**src/rtl/phase_meas_pkg.sv**
```systemverilog
/*
  Shared constants and carriers for the input phase offset measurement block.
  Assumes a single 20 MHz system clock; all values are in that clock's units
  unless their name says otherwise.
*/
package phase_meas_pkg;

  // Signal set seen by the tools: ten reference pins plus two synth feedbacks
  localparam int NUM_REFS = 10;
  localparam int NUM_PAIRS = 5;
  localparam int NUM_SYNTH_FB = 2;
  localparam int NUM_SIG = 12;
  localparam int IDX_W = 4;

  // Result and compensation widths
  localparam int DATA_W = 48;
  localparam int COMP_W = 33;

  // Bit positions in the host-written control words
  localparam int CTRL_EN_BIT = 0;
  localparam int RD_REQ_BIT = 0;

  // Reset values
  localparam logic [4:0] DIFF_PAIRS_RST = 5'h00;
  localparam logic [7:0] CTRL_RST = 8'h00;

  // Timing: clock period in ps and the 0.01 ps result unit
  localparam longint CLK_PERIOD_PS = 50000;
  localparam longint UNITS_PER_PS = 100;
  localparam logic [DATA_W-1:0] UNITS_PER_CYCLE = DATA_W'(CLK_PERIOD_PS * UNITS_PER_PS);

  // Input phase adjustment limit, 2.1 ms expressed in ps
  localparam longint COMP_MAX_MS_X10 = 21;
  localparam longint PS_PER_MS = 1000000000;
  localparam logic signed [COMP_W-1:0] COMP_MAX_PS = COMP_W'(COMP_MAX_MS_X10 * PS_PER_MS / 10);

  // Signal pair selection written by the host for one tool
  typedef struct packed {
    logic we;
    logic [IDX_W-1:0] idx_hi;
    logic [IDX_W-1:0] idx_lo;
  } ref_sel_s;

  // Write of one input's phase adjustment, signed ps
  typedef struct packed {
    logic we;
    logic [IDX_W-1:0] idx;
    logic signed [COMP_W-1:0] value;
  } comp_wr_s;

endpackage : phase_meas_pkg

```
**src/rtl/edge_timer.sv**
```systemverilog
/*
  One phase offset measuring engine: counts system clocks from the latest
  rising edge of the faster signal to each rising edge of the other signal.
  Assumes both inputs are already sampled synchronously to clk_sys.
*/
`timescale 1ns/1ps
module edge_timer #(
  parameter int CNT_W = 24
) (
  // Clock and reset
  input wire logic clk_sys,
  input wire logic resetn,
  // Control and signals
  input wire logic enable,
  input wire logic sig_ref,
  input wire logic sig_meas,
  // Result
  output logic [CNT_W-1:0] offset_cnt,
  output logic offset_valid
);

  logic ref_q_ff;
  logic meas_q_ff;
  logic ref_seen_ff;
  logic [CNT_W-1:0] run_ff;
  logic [CNT_W-1:0] per_ff;
  logic ref_rise;
  logic meas_rise;
  logic [CNT_W-1:0] nxt_offset;

  if (CNT_W < 8 || CNT_W > 40) begin : g_chk
    $error("edge_timer: CNT_W out of range");
  end

  // Edge history of both signals
  always_ff @(posedge clk_sys or negedge resetn)
  begin
    if (!resetn)
    begin
      ref_q_ff <= 1'b0;
      meas_q_ff <= 1'b0;
    end
    else
    begin
      ref_q_ff <= sig_ref;
      meas_q_ff <= sig_meas;
    end
  end

  assign ref_rise = sig_ref & ~ref_q_ff;
  assign meas_rise = sig_meas & ~meas_q_ff;

  // Running count since the last reference edge, and the shortest reference period seen
  always_ff @(posedge clk_sys or negedge resetn)
  begin
    if (!resetn)
    begin
      run_ff <= '0;
      per_ff <= '0;
      ref_seen_ff <= 1'b0;
    end
    else if (!enable)
    begin
      run_ff <= '0;
      per_ff <= '0;
      ref_seen_ff <= 1'b0;
    end
    else if (ref_rise)
    begin
      run_ff <= '0;
      // A gap leaves a long run; keep the shorter, true period
      if (!ref_seen_ff || per_ff == '0 || run_ff + 1'b1 < per_ff)
        per_ff <= ref_seen_ff ? CNT_W'(run_ff + 1'b1) : '0;
      ref_seen_ff <= 1'b1;
    end
    else if (run_ff != '1)
      run_ff <= CNT_W'(run_ff + 1'b1);
  end

  // Fold a reading that ran past a missing reference edge back into one period
  assign nxt_offset = (ref_rise || !ref_seen_ff) ? '0 :
                      (per_ff != '0 && run_ff + 1'b1 >= per_ff) ?
                      CNT_W'(run_ff + 1'b1 - per_ff) : CNT_W'(run_ff + 1'b1);

  // Offset capture on each rising edge of the measured signal
  always_ff @(posedge clk_sys or negedge resetn)
  begin
    if (!resetn)
    begin
      offset_cnt <= '0;
      offset_valid <= 1'b0;
    end
    else if (!enable)
      offset_valid <= 1'b0;
    else if (meas_rise && ref_seen_ff)
    begin
      offset_cnt <= nxt_offset;
      offset_valid <= 1'b1;
    end
  end

  chk_idle_no_result: assert property (@(posedge clk_sys) disable iff (!resetn)
    !enable |=> !offset_valid)
    else $error("tool result valid while disabled");

  chk_offset_in_period: assert property (@(posedge clk_sys) disable iff (!resetn)
    (enable && meas_rise && ref_seen_ff && per_ff != '0 && !ref_rise) |=>
    offset_cnt < $past(per_ff))
    else $error("offset exceeds reference period");

endmodule : edge_timer

```
**src/rtl/input_phase_offset_measure.sv**
```systemverilog
/*
  Input-side phase measurement: regular and low-frequency input-to-input
  phase offset tools, a shared read request, per-input phase adjustment and
  the per-DPLL input phase error report.
  Assumes all pins and host strobes are synchronous to clk_sys and that the
  DPLL core supplies its phase error and lock/pull-in flags.
*/
// How it works
// - After reset all ten inputs are single ended; each pos/neg pair may be set differential.
// - Two independent tools each pick any two of ten references and two synth feedbacks.
// - Both tools report phase offset in units of 0.01 ps.
// - The measurable offset spans one period of the faster clock.
// - Setting bit 0 of a tool's own control register starts that tool.
// - Setting the read-request bit latches results and the device clears the bit.
// - One read-request bit serves both tools.
// - Low-frequency results exclude per-input phase compensation.
// - Each DPLL's 48-bit input phase error is reported while locked or pulling in.
// - Each input has its own 1 ps phase adjustment limited to plus or minus 2.1 ms.
// - Measurement keeps working on gapped reference clocks.
`timescale 1ns/1ps
module input_phase_offset_measure #(
  parameter int NUM_DPLL = 3,
  parameter int REG_CNT_W = 16,
  parameter int LF_CNT_W = 28
) (
  // Clock and reset
  input wire logic clk_sys,
  input wire logic resetn,
  // Reference pins and synthesizer feedback
  input wire logic [phase_meas_pkg::NUM_PAIRS-1:0] ref_input_pos,
  input wire logic [phase_meas_pkg::NUM_PAIRS-1:0] ref_input_neg,
  input wire logic [phase_meas_pkg::NUM_SYNTH_FB-1:0] synth_fb,
  // Input format configuration
  input wire logic cfg_we,
  input wire logic [phase_meas_pkg::NUM_PAIRS-1:0] cfg_diff_pairs,
  // Tool selection and control
  input wire phase_meas_pkg::ref_sel_s reg_sel,
  input wire phase_meas_pkg::ref_sel_s lf_sel,
  input wire logic reg_ctrl_we,
  input wire logic [7:0] reg_ctrl_data,
  input wire logic lf_ctrl_we,
  input wire logic [7:0] lf_ctrl_data,
  // Shared read request and phase adjustment writes
  input wire logic rd_req_we,
  input wire logic [7:0] rd_req_data,
  input wire phase_meas_pkg::comp_wr_s comp_wr,
  // DPLL core status
  input wire logic [phase_meas_pkg::DATA_W-1:0] dpll_err_in [NUM_DPLL],
  input wire logic [NUM_DPLL-1:0] dpll_locked,
  input wire logic [NUM_DPLL-1:0] dpll_pullin,
  // Register read-back
  output logic [phase_meas_pkg::NUM_PAIRS-1:0] diff_pairs_ff,
  output logic [7:0] reg_ctrl_ff,
  output logic [7:0] lf_ctrl_ff,
  output logic rd_req_ff,
  output logic [phase_meas_pkg::DATA_W-1:0] reg_data_ff,
  output logic [phase_meas_pkg::DATA_W-1:0] lf_data_ff,
  output logic [phase_meas_pkg::DATA_W-1:0] dpll_input_phase_error_ff [NUM_DPLL]
);

  logic [2*phase_meas_pkg::IDX_W-1:0] reg_idx_ff;
  logic [2*phase_meas_pkg::IDX_W-1:0] lf_idx_ff;
  logic [phase_meas_pkg::NUM_SIG-1:0] sig_vec;
  logic [REG_CNT_W-1:0] reg_cnt;
  logic [LF_CNT_W-1:0] lf_cnt;
  logic reg_valid;
  logic lf_valid;
  logic signed [phase_meas_pkg::COMP_W-1:0] comp_hi;
  logic signed [phase_meas_pkg::COMP_W-1:0] comp_lo;
  logic [phase_meas_pkg::DATA_W-1:0] reg_result;
  logic [phase_meas_pkg::DATA_W-1:0] lf_result;
  logic nxt_rd_req;
  logic cfg_seen_ff;

  if (NUM_DPLL < 1 || NUM_DPLL > 3 || REG_CNT_W < 8 || LF_CNT_W < REG_CNT_W
      || LF_CNT_W > 40) begin : g_chk
    $error("input_phase_offset_measure: parameter out of range");
  end

  // Pick one signal of the twelve by index; unused indices read low
  function automatic logic pick_sig(input logic [phase_meas_pkg::IDX_W-1:0] idx,
                                    input logic [phase_meas_pkg::NUM_SIG-1:0] v);
    if (idx < phase_meas_pkg::IDX_W'(phase_meas_pkg::NUM_SIG))
      return v[idx];
    else
      return 1'b0;
  endfunction : pick_sig

  // Cycle count to 0.01 ps units
  function automatic logic [phase_meas_pkg::DATA_W-1:0] to_units(
    input logic [phase_meas_pkg::DATA_W-1:0] cnt);
    return phase_meas_pkg::DATA_W'(cnt * phase_meas_pkg::UNITS_PER_CYCLE);
  endfunction : to_units

  // Input format register, single ended from reset
  always_ff @(posedge clk_sys or negedge resetn)
  begin
    if (!resetn)
    begin
      diff_pairs_ff <= phase_meas_pkg::DIFF_PAIRS_RST;
      cfg_seen_ff <= 1'b0;
    end
    else if (cfg_we)
    begin
      diff_pairs_ff <= cfg_diff_pairs;
      cfg_seen_ff <= 1'b1;
    end
  end

  // Signal vector: index 2k is pos pin k, 2k+1 neg pin k, then synth feedback
  always_comb
  begin
    for (int k = 0; k < phase_meas_pkg::NUM_PAIRS; k++)
    begin
      // A differential pair is seen on its pos index; the neg index reads low
      sig_vec[2*k] = diff_pairs_ff[k] ? (ref_input_pos[k] & ~ref_input_neg[k])
                                      : ref_input_pos[k];
      sig_vec[2*k+1] = diff_pairs_ff[k] ? 1'b0 : ref_input_neg[k];
    end
    for (int f = 0; f < phase_meas_pkg::NUM_SYNTH_FB; f++)
      sig_vec[phase_meas_pkg::NUM_REFS+f] = synth_fb[f];
  end

  // Select registers, high index names the faster signal
  always_ff @(posedge clk_sys or negedge resetn)
  begin
    if (!resetn)
    begin
      reg_idx_ff <= '0;
      lf_idx_ff <= '0;
    end
    else
    begin
      if (reg_sel.we)
        reg_idx_ff <= {reg_sel.idx_hi, reg_sel.idx_lo};
      if (lf_sel.we)
        lf_idx_ff <= {lf_sel.idx_hi, lf_sel.idx_lo};
    end
  end

  // Separate control register per tool; bit 0 enables
  always_ff @(posedge clk_sys or negedge resetn)
  begin
    if (!resetn)
    begin
      reg_ctrl_ff <= phase_meas_pkg::CTRL_RST;
      lf_ctrl_ff <= phase_meas_pkg::CTRL_RST;
    end
    else
    begin
      if (reg_ctrl_we)
        reg_ctrl_ff <= reg_ctrl_data;
      if (lf_ctrl_we)
        lf_ctrl_ff <= lf_ctrl_data;
    end
  end

  // Regular tool, short counter for faster signals
  edge_timer #(
    .CNT_W(REG_CNT_W)
  ) u_reg_tool (
    .clk_sys(clk_sys),
    .resetn(resetn),
    .enable(reg_ctrl_ff[phase_meas_pkg::CTRL_EN_BIT]),
    .sig_ref(pick_sig(reg_idx_ff[2*phase_meas_pkg::IDX_W-1:phase_meas_pkg::IDX_W], sig_vec)),
    .sig_meas(pick_sig(reg_idx_ff[phase_meas_pkg::IDX_W-1:0], sig_vec)),
    .offset_cnt(reg_cnt),
    .offset_valid(reg_valid)
  );

  // Low-frequency tool, wide counter for sub-8 kHz signals
  edge_timer #(
    .CNT_W(LF_CNT_W)
  ) u_lf_tool (
    .clk_sys(clk_sys),
    .resetn(resetn),
    .enable(lf_ctrl_ff[phase_meas_pkg::CTRL_EN_BIT]),
    .sig_ref(pick_sig(lf_idx_ff[2*phase_meas_pkg::IDX_W-1:phase_meas_pkg::IDX_W], sig_vec)),
    .sig_meas(pick_sig(lf_idx_ff[phase_meas_pkg::IDX_W-1:0], sig_vec)),
    .offset_cnt(lf_cnt),
    .offset_valid(lf_valid)
  );

  // Per-input phase adjustment store
  phase_adjust u_adjust (
    .clk_sys(clk_sys),
    .resetn(resetn),
    .comp_wr(comp_wr),
    .rd_idx_a(reg_idx_ff[2*phase_meas_pkg::IDX_W-1:phase_meas_pkg::IDX_W]),
    .rd_idx_b(reg_idx_ff[phase_meas_pkg::IDX_W-1:0]),
    .comp_a(comp_hi),
    .comp_b(comp_lo)
  );

  // Results in 0.01 ps; the regular tool applies the adjustment difference
  assign reg_result = phase_meas_pkg::DATA_W'(to_units(phase_meas_pkg::DATA_W'(reg_cnt))
                      + phase_meas_pkg::DATA_W'((comp_lo - comp_hi)
                      * phase_meas_pkg::UNITS_PER_PS));
  assign lf_result = to_units(phase_meas_pkg::DATA_W'(lf_cnt));

  // Read request: a new set in the clearing cycle wins over the clear
  assign nxt_rd_req = rd_req_we & rd_req_data[phase_meas_pkg::RD_REQ_BIT];

  always_ff @(posedge clk_sys or negedge resetn)
  begin
    if (!resetn)
      rd_req_ff <= 1'b0;
    else
      rd_req_ff <= nxt_rd_req;
  end

  // Data registers load only while the shared request is serviced
  always_ff @(posedge clk_sys or negedge resetn)
  begin
    if (!resetn)
    begin
      reg_data_ff <= '0;
      lf_data_ff <= '0;
    end
    else if (rd_req_ff)
    begin
      if (reg_valid)
        reg_data_ff <= reg_result;
      if (lf_valid)
        lf_data_ff <= lf_result;
    end
  end

  // DPLL input phase error tracks the core while locked or pulling in
  always_ff @(posedge clk_sys or negedge resetn)
  begin
    if (!resetn)
    begin
      for (int d = 0; d < NUM_DPLL; d++)
        dpll_input_phase_error_ff[d] <= '0;
    end
    else
    begin
      for (int d = 0; d < NUM_DPLL; d++)
        if (dpll_locked[d] || dpll_pullin[d])
          dpll_input_phase_error_ff[d] <= dpll_err_in[d];
    end
  end

  chk_reset_single_end: assert property (@(posedge clk_sys) disable iff (!resetn)
    !cfg_seen_ff |-> diff_pairs_ff == phase_meas_pkg::DIFF_PAIRS_RST)
    else $error("inputs not single ended before configuration");

  chk_req_self_clear: assert property (@(posedge clk_sys) disable iff (!resetn)
    rd_req_ff && !(rd_req_we && rd_req_data[phase_meas_pkg::RD_REQ_BIT]) |=> !rd_req_ff)
    else $error("read request bit not cleared");

  chk_req_latch_reg: assert property (@(posedge clk_sys) disable iff (!resetn)
    rd_req_ff && reg_valid |=> reg_data_ff == $past(reg_result))
    else $error("regular result not latched on request");

  chk_shared_req_both: assert property (@(posedge clk_sys) disable iff (!resetn)
    rd_req_ff && reg_valid && lf_valid |=>
    reg_data_ff == $past(reg_result) && lf_data_ff == $past(lf_result))
    else $error("shared request did not serve both tools");

  chk_lf_no_comp: assert property (@(posedge clk_sys) disable iff (!resetn)
    rd_req_ff && lf_valid |=>
    lf_data_ff == phase_meas_pkg::DATA_W'($past(lf_cnt) * phase_meas_pkg::UNITS_PER_CYCLE))
    else $error("low-frequency result carries compensation");

  chk_unit_scaling: assert property (@(posedge clk_sys) disable iff (!resetn)
    rd_req_ff && reg_valid |=>
    reg_data_ff == phase_meas_pkg::DATA_W'($past(reg_cnt) * phase_meas_pkg::UNITS_PER_CYCLE)
    + phase_meas_pkg::DATA_W'(($past(comp_lo) - $past(comp_hi))
    * phase_meas_pkg::UNITS_PER_PS))
    else $error("regular result not in 0.01 ps units");

  chk_data_hold: assert property (@(posedge clk_sys) disable iff (!resetn)
    !rd_req_ff |=> $stable(reg_data_ff) && $stable(lf_data_ff))
    else $error("data changed without a read request");

  chk_dpll_track: assert property (@(posedge clk_sys) disable iff (!resetn)
    (dpll_locked[0] || dpll_pullin[0]) |=>
    dpll_input_phase_error_ff[0] == $past(dpll_err_in[0]))
    else $error("DPLL phase error not reported");

  chk_dpll_hold: assert property (@(posedge clk_sys) disable iff (!resetn)
    !(dpll_locked[0] || dpll_pullin[0]) |=> $stable(dpll_input_phase_error_ff[0]))
    else $error("DPLL phase error changed while unlocked");

  chk_start_enable: assert property (@(posedge clk_sys) disable iff (!resetn)
    reg_ctrl_we |=> reg_ctrl_ff[phase_meas_pkg::CTRL_EN_BIT] == $past(reg_ctrl_data[0]))
    else $error("regular tool enable not taken");

  cov_reg_read: cover property (@(posedge clk_sys) disable iff (!resetn)
    reg_valid && nxt_rd_req ##1 rd_req_ff ##1 !rd_req_ff);
  cov_lf_read: cover property (@(posedge clk_sys) disable iff (!resetn)
    lf_valid && rd_req_ff);
  cov_diff_input: cover property (@(posedge clk_sys) disable iff (!resetn)
    diff_pairs_ff != '0 && reg_valid);
  cov_dpll_pullin: cover property (@(posedge clk_sys) disable iff (!resetn)
    dpll_pullin[0] && !dpll_locked[0]);

endmodule : input_phase_offset_measure

```
**src/rtl/phase_adjust.sv**
```systemverilog
/*
  Per-input phase adjustment store: one signed ps value for each of the ten
  reference inputs, clamped to the allowed range on write.
  Assumes writes come synchronously from the host side of clk_sys.
*/
`timescale 1ns/1ps
module phase_adjust (
  // Clock and reset
  input wire logic clk_sys,
  input wire logic resetn,
  // Host write
  input wire phase_meas_pkg::comp_wr_s comp_wr,
  // Read ports for the two signals of the regular tool
  input wire logic [phase_meas_pkg::IDX_W-1:0] rd_idx_a,
  input wire logic [phase_meas_pkg::IDX_W-1:0] rd_idx_b,
  output logic signed [phase_meas_pkg::COMP_W-1:0] comp_a,
  output logic signed [phase_meas_pkg::COMP_W-1:0] comp_b
);

  logic signed [phase_meas_pkg::COMP_W-1:0] comp_ff [phase_meas_pkg::NUM_REFS];

  // Clamp a requested adjustment into the legal range
  function automatic logic signed [phase_meas_pkg::COMP_W-1:0] clamp_comp(
    input logic signed [phase_meas_pkg::COMP_W-1:0] v);
    if (v > phase_meas_pkg::COMP_MAX_PS)
      return phase_meas_pkg::COMP_MAX_PS;
    else if (v < -phase_meas_pkg::COMP_MAX_PS)
      return -phase_meas_pkg::COMP_MAX_PS;
    else
      return v;
  endfunction : clamp_comp

  // Reads outside the reference range (synth feedback) carry no adjustment
  function automatic logic signed [phase_meas_pkg::COMP_W-1:0] read_comp(
    input logic [phase_meas_pkg::IDX_W-1:0] idx,
    input logic signed [phase_meas_pkg::COMP_W-1:0] mem [phase_meas_pkg::NUM_REFS]);
    if (idx < phase_meas_pkg::IDX_W'(phase_meas_pkg::NUM_REFS))
      return mem[idx];
    else
      return '0;
  endfunction : read_comp

  // Independent storage per input
  always_ff @(posedge clk_sys or negedge resetn)
  begin
    if (!resetn)
    begin
      for (int i = 0; i < phase_meas_pkg::NUM_REFS; i++)
        comp_ff[i] <= '0;
    end
    else if (comp_wr.we && comp_wr.idx < phase_meas_pkg::IDX_W'(phase_meas_pkg::NUM_REFS))
      comp_ff[comp_wr.idx] <= clamp_comp(comp_wr.value);
  end

  assign comp_a = read_comp(rd_idx_a, comp_ff);
  assign comp_b = read_comp(rd_idx_b, comp_ff);

  chk_comp_clamped: assert property (@(posedge clk_sys) disable iff (!resetn)
    comp_wr.we && comp_wr.idx == 4'h0 |=>
    comp_ff[0] <= phase_meas_pkg::COMP_MAX_PS && comp_ff[0] >= -phase_meas_pkg::COMP_MAX_PS)
    else $error("phase adjustment outside range");

endmodule : phase_adjust

```
**config.mk**
```make
export PLATFORM = sky130hd
export DESIGN_NAME = input_phase_offset_measure
export DESIGN_NICKNAME = d
export VERILOG_FILES = /design/src/rtl/phase_meas_pkg.sv /design/src/rtl/edge_timer.sv /design/src/rtl/input_phase_offset_measure.sv /design/src/rtl/phase_adjust.sv
export SDC_FILE = /design/constraint.sdc
export NUM_CORES = 2
export LEC_CHECK = 0
export BUFFER_PORTS_ARGS = -buffer_cell sky130_fd_sc_hd__buf_4
export CAP_MARGIN = 20
export CORE_MARGIN = 10
export CORE_UTILIZATION = 35
export DETAILED_ROUTE_END_ITERATION = 8
export PLACE_DENSITY = 0.65
export RECOVER_POWER = 50
export SLEW_MARGIN = 25
export SYNTH_ARGS = -nofsm -noshare
export SYNTH_HDL_FRONTEND = slang
export SYNTH_HIERARCHICAL = 1
export SYNTH_SLANG_ARGS = --single-unit
```
**constraint.sdc**
```tcl
create_clock -name clk_sys -period 7.8 [get_ports clk_sys]
set_clock_uncertainty 0.15 [all_clocks]
set_input_delay 1.56 -clock clk_sys [delete_from_list [all_inputs] [get_ports clk_sys]]
set_output_delay 1.56 -clock clk_sys [all_outputs]
set_load 0.02 [all_outputs]
```
* After elaboration in Yosys (flattened, before gate mapping) *
Index checks and enable logic that the tools add are counted.

word-level totals
  ROM bits = 0
  output and inout bits = 262
  bits in latches = 0
  flip-flop bits (word level) = 742
  memories = 0
  bits in writable memories = 0

operators by class
  multipliers = 3
  reduce and logical (&&, ||, !) cells = 27
  mux-type cells = 62
  $lt $le $gt $ge = 21
  shifts and indexed selects = 0
  bitwise operators = 22
  $add $sub $neg = 6
  eq/ne operators = 10
  divide/modulo/power cells = 0

operators with widths
  kind                                                             number
  bitwise mux 330 bit                                              1
  2-to-1 mux 33 bit                                                10
  binary-select mux 33 bit (select 4 bit)                          2
  2-to-1 mux 28 bit                                                9
  2-to-1 mux 16 bit                                                9
  demux 33 bit (select 4 bit)                                      1
  adder 40 x 42 -> 43 bit                                          1
  multiplier 28 x 17 -> 42 bit, second input constant              1
  multiplier 34 x 6 -> 40 bit, second input constant               1
  subtractor 33 x 33 -> 34 bit                                     1
  greater-than comparator 33 x 32 -> 1 bit, second input constant  1
  < comparator 33 x 32 -> 1 bit, second input constant             1
  multiplier 16 x 17 -> 33 bit, second input constant              1
  adder 28 x 1 -> 28 bit, second input constant                    1
  greater-or-equal comparator 28 bit                               1
  zero test 28 bit                                                 1
  < comparator 28 bit                                              1
  < comparator 4 bit, second input constant                        7
  != test 28 bit, second input constant                            1
  nonzero test 28 bit                                              1
  subtractor 28 bit                                                1
  2-to-1 mux 1 bit                                                 26
  < comparator 4 x 5 -> 1 bit, second input constant               4
  adder 16 x 1 -> 16 bit, second input constant                    1
  other kinds (18)                                                 67

* Longest topological paths before layout *
  depth after elaboration = 10
  depth in mapped cells = 45

* By module *
The synthesis kept the hierarchy.

modules (own cells, without submodules)
  module                      area each (µm²)  times used  cells an instance
  input_phase_offset_measure  30165.2          1           3072
  phase_adjust                18003.5          1           1758
  edge_timer (u_lf_tool)      5679.2           1           644
  edge_timer (u_reg_tool)     3490.8           1           392

* Worst setup path after synthesis *
No wires, ideal clock.

  path type = register to register
  from = reg reg_idx_ff[4] in the netlist's numbering
  to = reg reg_data_ff[42] in the netlist's numbering
  path slack = -0.807 ns
  arrival = 8.338 ns
  library setup time = 0.118 ns
  period minus slack after synthesis = 8.607 ns
  buffers on the path = 4
  cell stages (with the launch flop) = 41
  path through = dfrtp_1 > clkbuf_1 > buf_2 > buf_2 > mux2i_1 > nor2_1 > a21oi_1 > o21ai_0 > inv_1 > ha_1 > nor2b_1 > o31a_1 > o21a_1 > o21a_1 > o21ai_0 > nand2b_1 > a21o_1 > a21oi_1 > [... 5 more ...] > ha_1 > o21ai_0 > a21boi_1 > o41ai_2 > a22oi_2 > nand2_1 > o21ai_0 > xor2_1 > ha_1 > clkbuf_1 > nand4_1 > or4_1 > o31ai_1 > a31oi_1 > a21oi_1 > nand3_1 > o211a_1 > a21o_1

on the way
  cells in the longest elaborated chain, start to end = 8
  elaborated cells between the ends (all ways) = 9
  those cells by class = add/sub (2); mul (1); order compare (1); mux (4); bitwise (1)

ends and longest elaborated chain
  element                                               line                               source
  start: declaration                                    input_phase_offset_measure.sv:61   logic [2*phase_meas_pkg::IDX_W-1:0] reg_idx_ff;
  start signal: assignment                              input_phase_offset_measure.sv:135  reg_idx_ff <= {reg_sel.idx_hi, reg_sel.idx_lo};
  inverter 4 -> 5 bit (implied by the code)             phase_adjust.sv:38                 return mem[idx];
  binary-select mux 33 bit (select 4 bit)               phase_adjust.sv:38
  2-to-1 mux 33 bit (implied by the code) (2 in a row)  phase_adjust.sv:38
  2-to-1 mux 33 bit (*)                                 phase_adjust.sv:37                 if (idx < phase_meas_pkg::IDX_W'(phase_meas_pkg::NUM_REFS))
  net comp_hi (one bit)                                 input_phase_offset_measure.sv:68   logic signed [phase_meas_pkg::COMP_W-1:0] comp_hi;
  subtractor 33 x 33 -> 34 bit (*)                      input_phase_offset_measure.sv:197  + phase_meas_pkg::DATA_W'((comp_lo - comp_hi)
  multiplier 34 x 6 -> 40 bit (*)                       input_phase_offset_measure.sv:198  * phase_meas_pkg::UNITS_PER_PS));
  adder 40 x 42 -> 43 bit (*)                           input_phase_offset_measure.sv:197
  end signal: assignment                                input_phase_offset_measure.sv:223  reg_data_ff <= reg_result;
  end: declaration                                      input_phase_offset_measure.sv:56   output logic [phase_meas_pkg::DATA_W-1:0] reg_data_ff,

Mark *: on every way through the listed nets, which the timed path passes. The rest lies on a longest branch. The select of a mux whose other input is x is not followed.
A chain may end at the register's enable or synchronous reset.

* Worst setup path after layout *
  from = reg reg_idx_ff[0] in the netlist's numbering
  to = reg reg_data_ff[42] in the netlist's numbering

on the way
  cells in the longest elaborated chain, start to end = 8
  elaborated cells between the ends (all ways) = 9
  those cells by class = add/sub (2); mul (1); order compare (1); mux (4); bitwise (1)

ends and longest elaborated chain
  element                                               line                               source
  inverter 4 -> 5 bit (implied by the code)             phase_adjust.sv:38
  binary-select mux 33 bit (select 4 bit)               phase_adjust.sv:38
  2-to-1 mux 33 bit (implied by the code) (2 in a row)  phase_adjust.sv:38
  2-to-1 mux 33 bit (*)                                 phase_adjust.sv:37
  net comp_lo (one bit)                                 input_phase_offset_measure.sv:69   logic signed [phase_meas_pkg::COMP_W-1:0] comp_lo;
  subtractor 33 x 33 -> 34 bit (*)                      input_phase_offset_measure.sv:197
  multiplier 34 x 6 -> 40 bit (*)                       input_phase_offset_measure.sv:198
  adder 40 x 42 -> 43 bit (*)                           input_phase_offset_measure.sv:197

Marked as above.

==> impl_metrics.toml <==
[outcome]
outcome = "finished, violations left"
violations = "max-capacitance violations, max-slew violations, negative setup slack"

[timing]
final_hold_viol_count = 0
rsz0062_at_grt = "yes"
drv_slew = 251
setup_viol = 19
period_share = 1.06
fin_ws_ns = -0.501
slew_headroom = -2.16
fin_crit_ns = 8.30
worst-slew-pin-transition_ns = 4.75
fmax_mhz = 120

[global_route]
grt_usage = 0.191
overflow = 0
first_global_vias = 48200
antenna_found_initial = 0
grt_max_degree = 181
grt_pass1_wl_mm = 275

[setup_path]
path_class = "flip-flop to flip-flop"
arrival_ns = 8.77
r2r_slack_ns = -0.50
rr_endpoint = "reg_data_ff[42]"
crit_fanout = 6
crit_slowest_cell = "or4_4"
crit_path_start_kind = "flip-flop"
worstPathRequired_ns = 8.27
startpoint = "reg_idx_ff[0]"
cp-end-kind = "flip-flop"
rr_startpoint = "reg_idx_ff[0]"
critPathMaxStageDelay_ns = 0.53
worstRegToRegCells = 41

[die]
start_util = 0.352
ioPinCount = 515
die_h_microns = 425
die_w_microns = 425
dieArea_sq_um = 180000
fp-row-count = 148
coreArea_sq_um = 163000

[synth]
ys_top_cells_by_area = "dfrtp_1 (32%), ha_1 (13%), fa_1 (7.9%)"
synth-async-reset-ratio = 1.00
synthDistinctLibCells = 102
syn_area_per_cell_sq_um = 9.77
synth_edf_count = 0
yosysMostFrequentCell = "dfrtp_1"
synth_top_area_cell = "dfrtp_1"
synth-seq-cells = 735
ys_seq_area_frac = 0.321
netlist_area_sq_um = 57300
synth_top_area_share = 0.321
synth_warnings = 6
synth-main-ff-cell = "dfrtp_1"
synth_commonest_cells = "dfrtp_1 (735), inv_1 (661), ha_1 (593), nand2_1 (480), nor2_1 (412)"
syn_inst = 5866

[routing]
drt_iter0_drc = 3027
drt-total-wl_mm = 177
drc_errors = 0
vias = 46500
first_pass_iters = 6
vias_per_cell = 5.23
postRouteAntennaNets = 0
wl_per_cell_microns = 19.9

[layout]
final_layout_size_suffix_gt1_frac = 0.266
area_delta_synth_final_pct = 24.8
fin_cells = 8885
layout.nets = 7710

[min_path]
hp-class = "flip-flop to flip-flop"
hp-start = "reg_data_ff[29]"
hold_end = "reg_data_ff[29]"
whs_path_depth = 2

[placement]
preCtsSetupSlack_ns = -0.849
gp_congestion = 0.887
dp_hpwl_mm = 134
port_buffers = 499
numPlacedInstances = 8659

[cts]
clock-sinks = 735
clkLatencyLatePin_ns = 0.72
path_clk_slew_ns = 0.06
cts_tree = "yes"
postCtsHoldBufs = 0
numCtsBuffers = 87
clock_path_buffers = 3
h-tree-depth = 3
clock-root-buffer = "clkbuf_16"

[job]
maxCapViolations = 5
## cells by family (layout without fill, tap and decap cells)
group                    after synthesis  after routing  synth area share
XOR/XNOR                             256            256            0.0393
adder cells (fa/ha/maj)              819            819             0.208
AND/OR/NAND/NOR                     1274           1274             0.100
other                                  1             10         0.0000654
AO/OA/AOI/OAI                       1360           1360             0.155
multiplexers                         426            426             0.108
flip-flops                           735            735             0.321
buffers and inverters                995           1830            0.0681
## stage by stage
step | cell area (sq um) | utilization | TNS [ns] | hold slack (ns)
floorplan | 57700 | - | -0.345 | 0.300
global placement | 66300 | 0.407 | -11.40 | 0.315
detailed placement | 66400 | 0.408 | -12.89 | 0.318
CTS | 70600 | 0.434 | -4.55 | 0.332
global route | 71600 | 0.440 | -12.78 | 0.350
finish | 71600 | 0.440 | -5.89 | 0.327
## layout make-up
| type | count | area (sq um) |
|---|---|---|
| Clock inverter | 34 | 522 |
| Timing Repair Buffer | 1010 | 8070 |
| Multi-Input combinational cell | 4143 | 36900 |
| Inverter | 661 | 2480 |
| Tap cell | 2175 | 2720 |
| Fill cell | 15400 | 91200 |
| Antenna cell | 2 | 5.00 |
| Sequential cell | 735 | 18400 |
| Clock buffer | 125 | 2490 |
## state kept, by name, summed over array words and instances, names as in the netlist, 5 cells and up
| name | cells |
|---|---|
| reg_data_ff | 41 |
| u_adjust/comp_ff | 330 |
| lf_data_ff | 42 |
| u_lf_tool/offset_cnt | 28 |
| u_reg_tool/offset_cnt | 16 |
| reg_idx_ff | 8 |
| reg_ctrl_ff | 8 |
| u_lf_tool/run_ff | 28 |
| u_lf_tool/per_ff | 28 |
| lf_idx_ff | 8 |
| u_reg_tool/per_ff | 16 |
| u_reg_tool/run_ff | 16 |
| dpll_input_phase_error_ff | 144 |
| lf_ctrl_ff | 8 |
| diff_pairs_ff | 5 |
## worst max-delay path, delay by kind of cell, from the launching register on
family,cells,cell delay (ns)
AO/OA/AOI/OAI,17,2.91
XOR/XNOR,3,0.39
adder cells (fa/ha/maj),7,1.83
buffers and inverters,6,0.79
flip-flops,1,0.50
multiplexers,1,0.52
AND/OR/NAND/NOR,7,1.12
## worst max-delay path by stage
stage                            to  depth (start not counted)
detailed placement  reg_data_ff[41]                         36
finish              reg_data_ff[42]                         41
global route        reg_data_ff[40]                         42
global placement    reg_data_ff[38]                         36
CTS                 reg_data_ff[38]                         38
floorplan           reg_data_ff[38]                         37
## cell usage in the layout (no fill, tap or decap), types with 207 or more instances in the layout
master / netlist / layout
mux2_2: 209 / 207
buf_4: 20 / 941
dfrtp_1: 735 / 731
nor2_1: 412 / 398
fa_1: 226 / 225
o21ai_0: 249 / 208
a21oi_1: 293 / 245
inv_1: 661 / 653
ha_1: 593 / 534
nand2_1: 480 / 465
## metal layers
metal  part of all wire  vias up  GRT usage
met5                  0        -          0
met2               0.48     1321      0.321
met3              0.072      259     0.0477
met4              0.031        0     0.0571
li1                   -    22100          -
met1               0.42    22800      0.240
## repair_timing
item,in CTS,in global routing
pin swaps,117,126
setup buffers,37,32
endpoints found under the setup margin,23,23
gates cloned,1,1
resized for setup,182,150
Power is left out: the tool's default activity adds up to more than one toggle a clock period on the data nets, which glitch-free logic cannot reach.
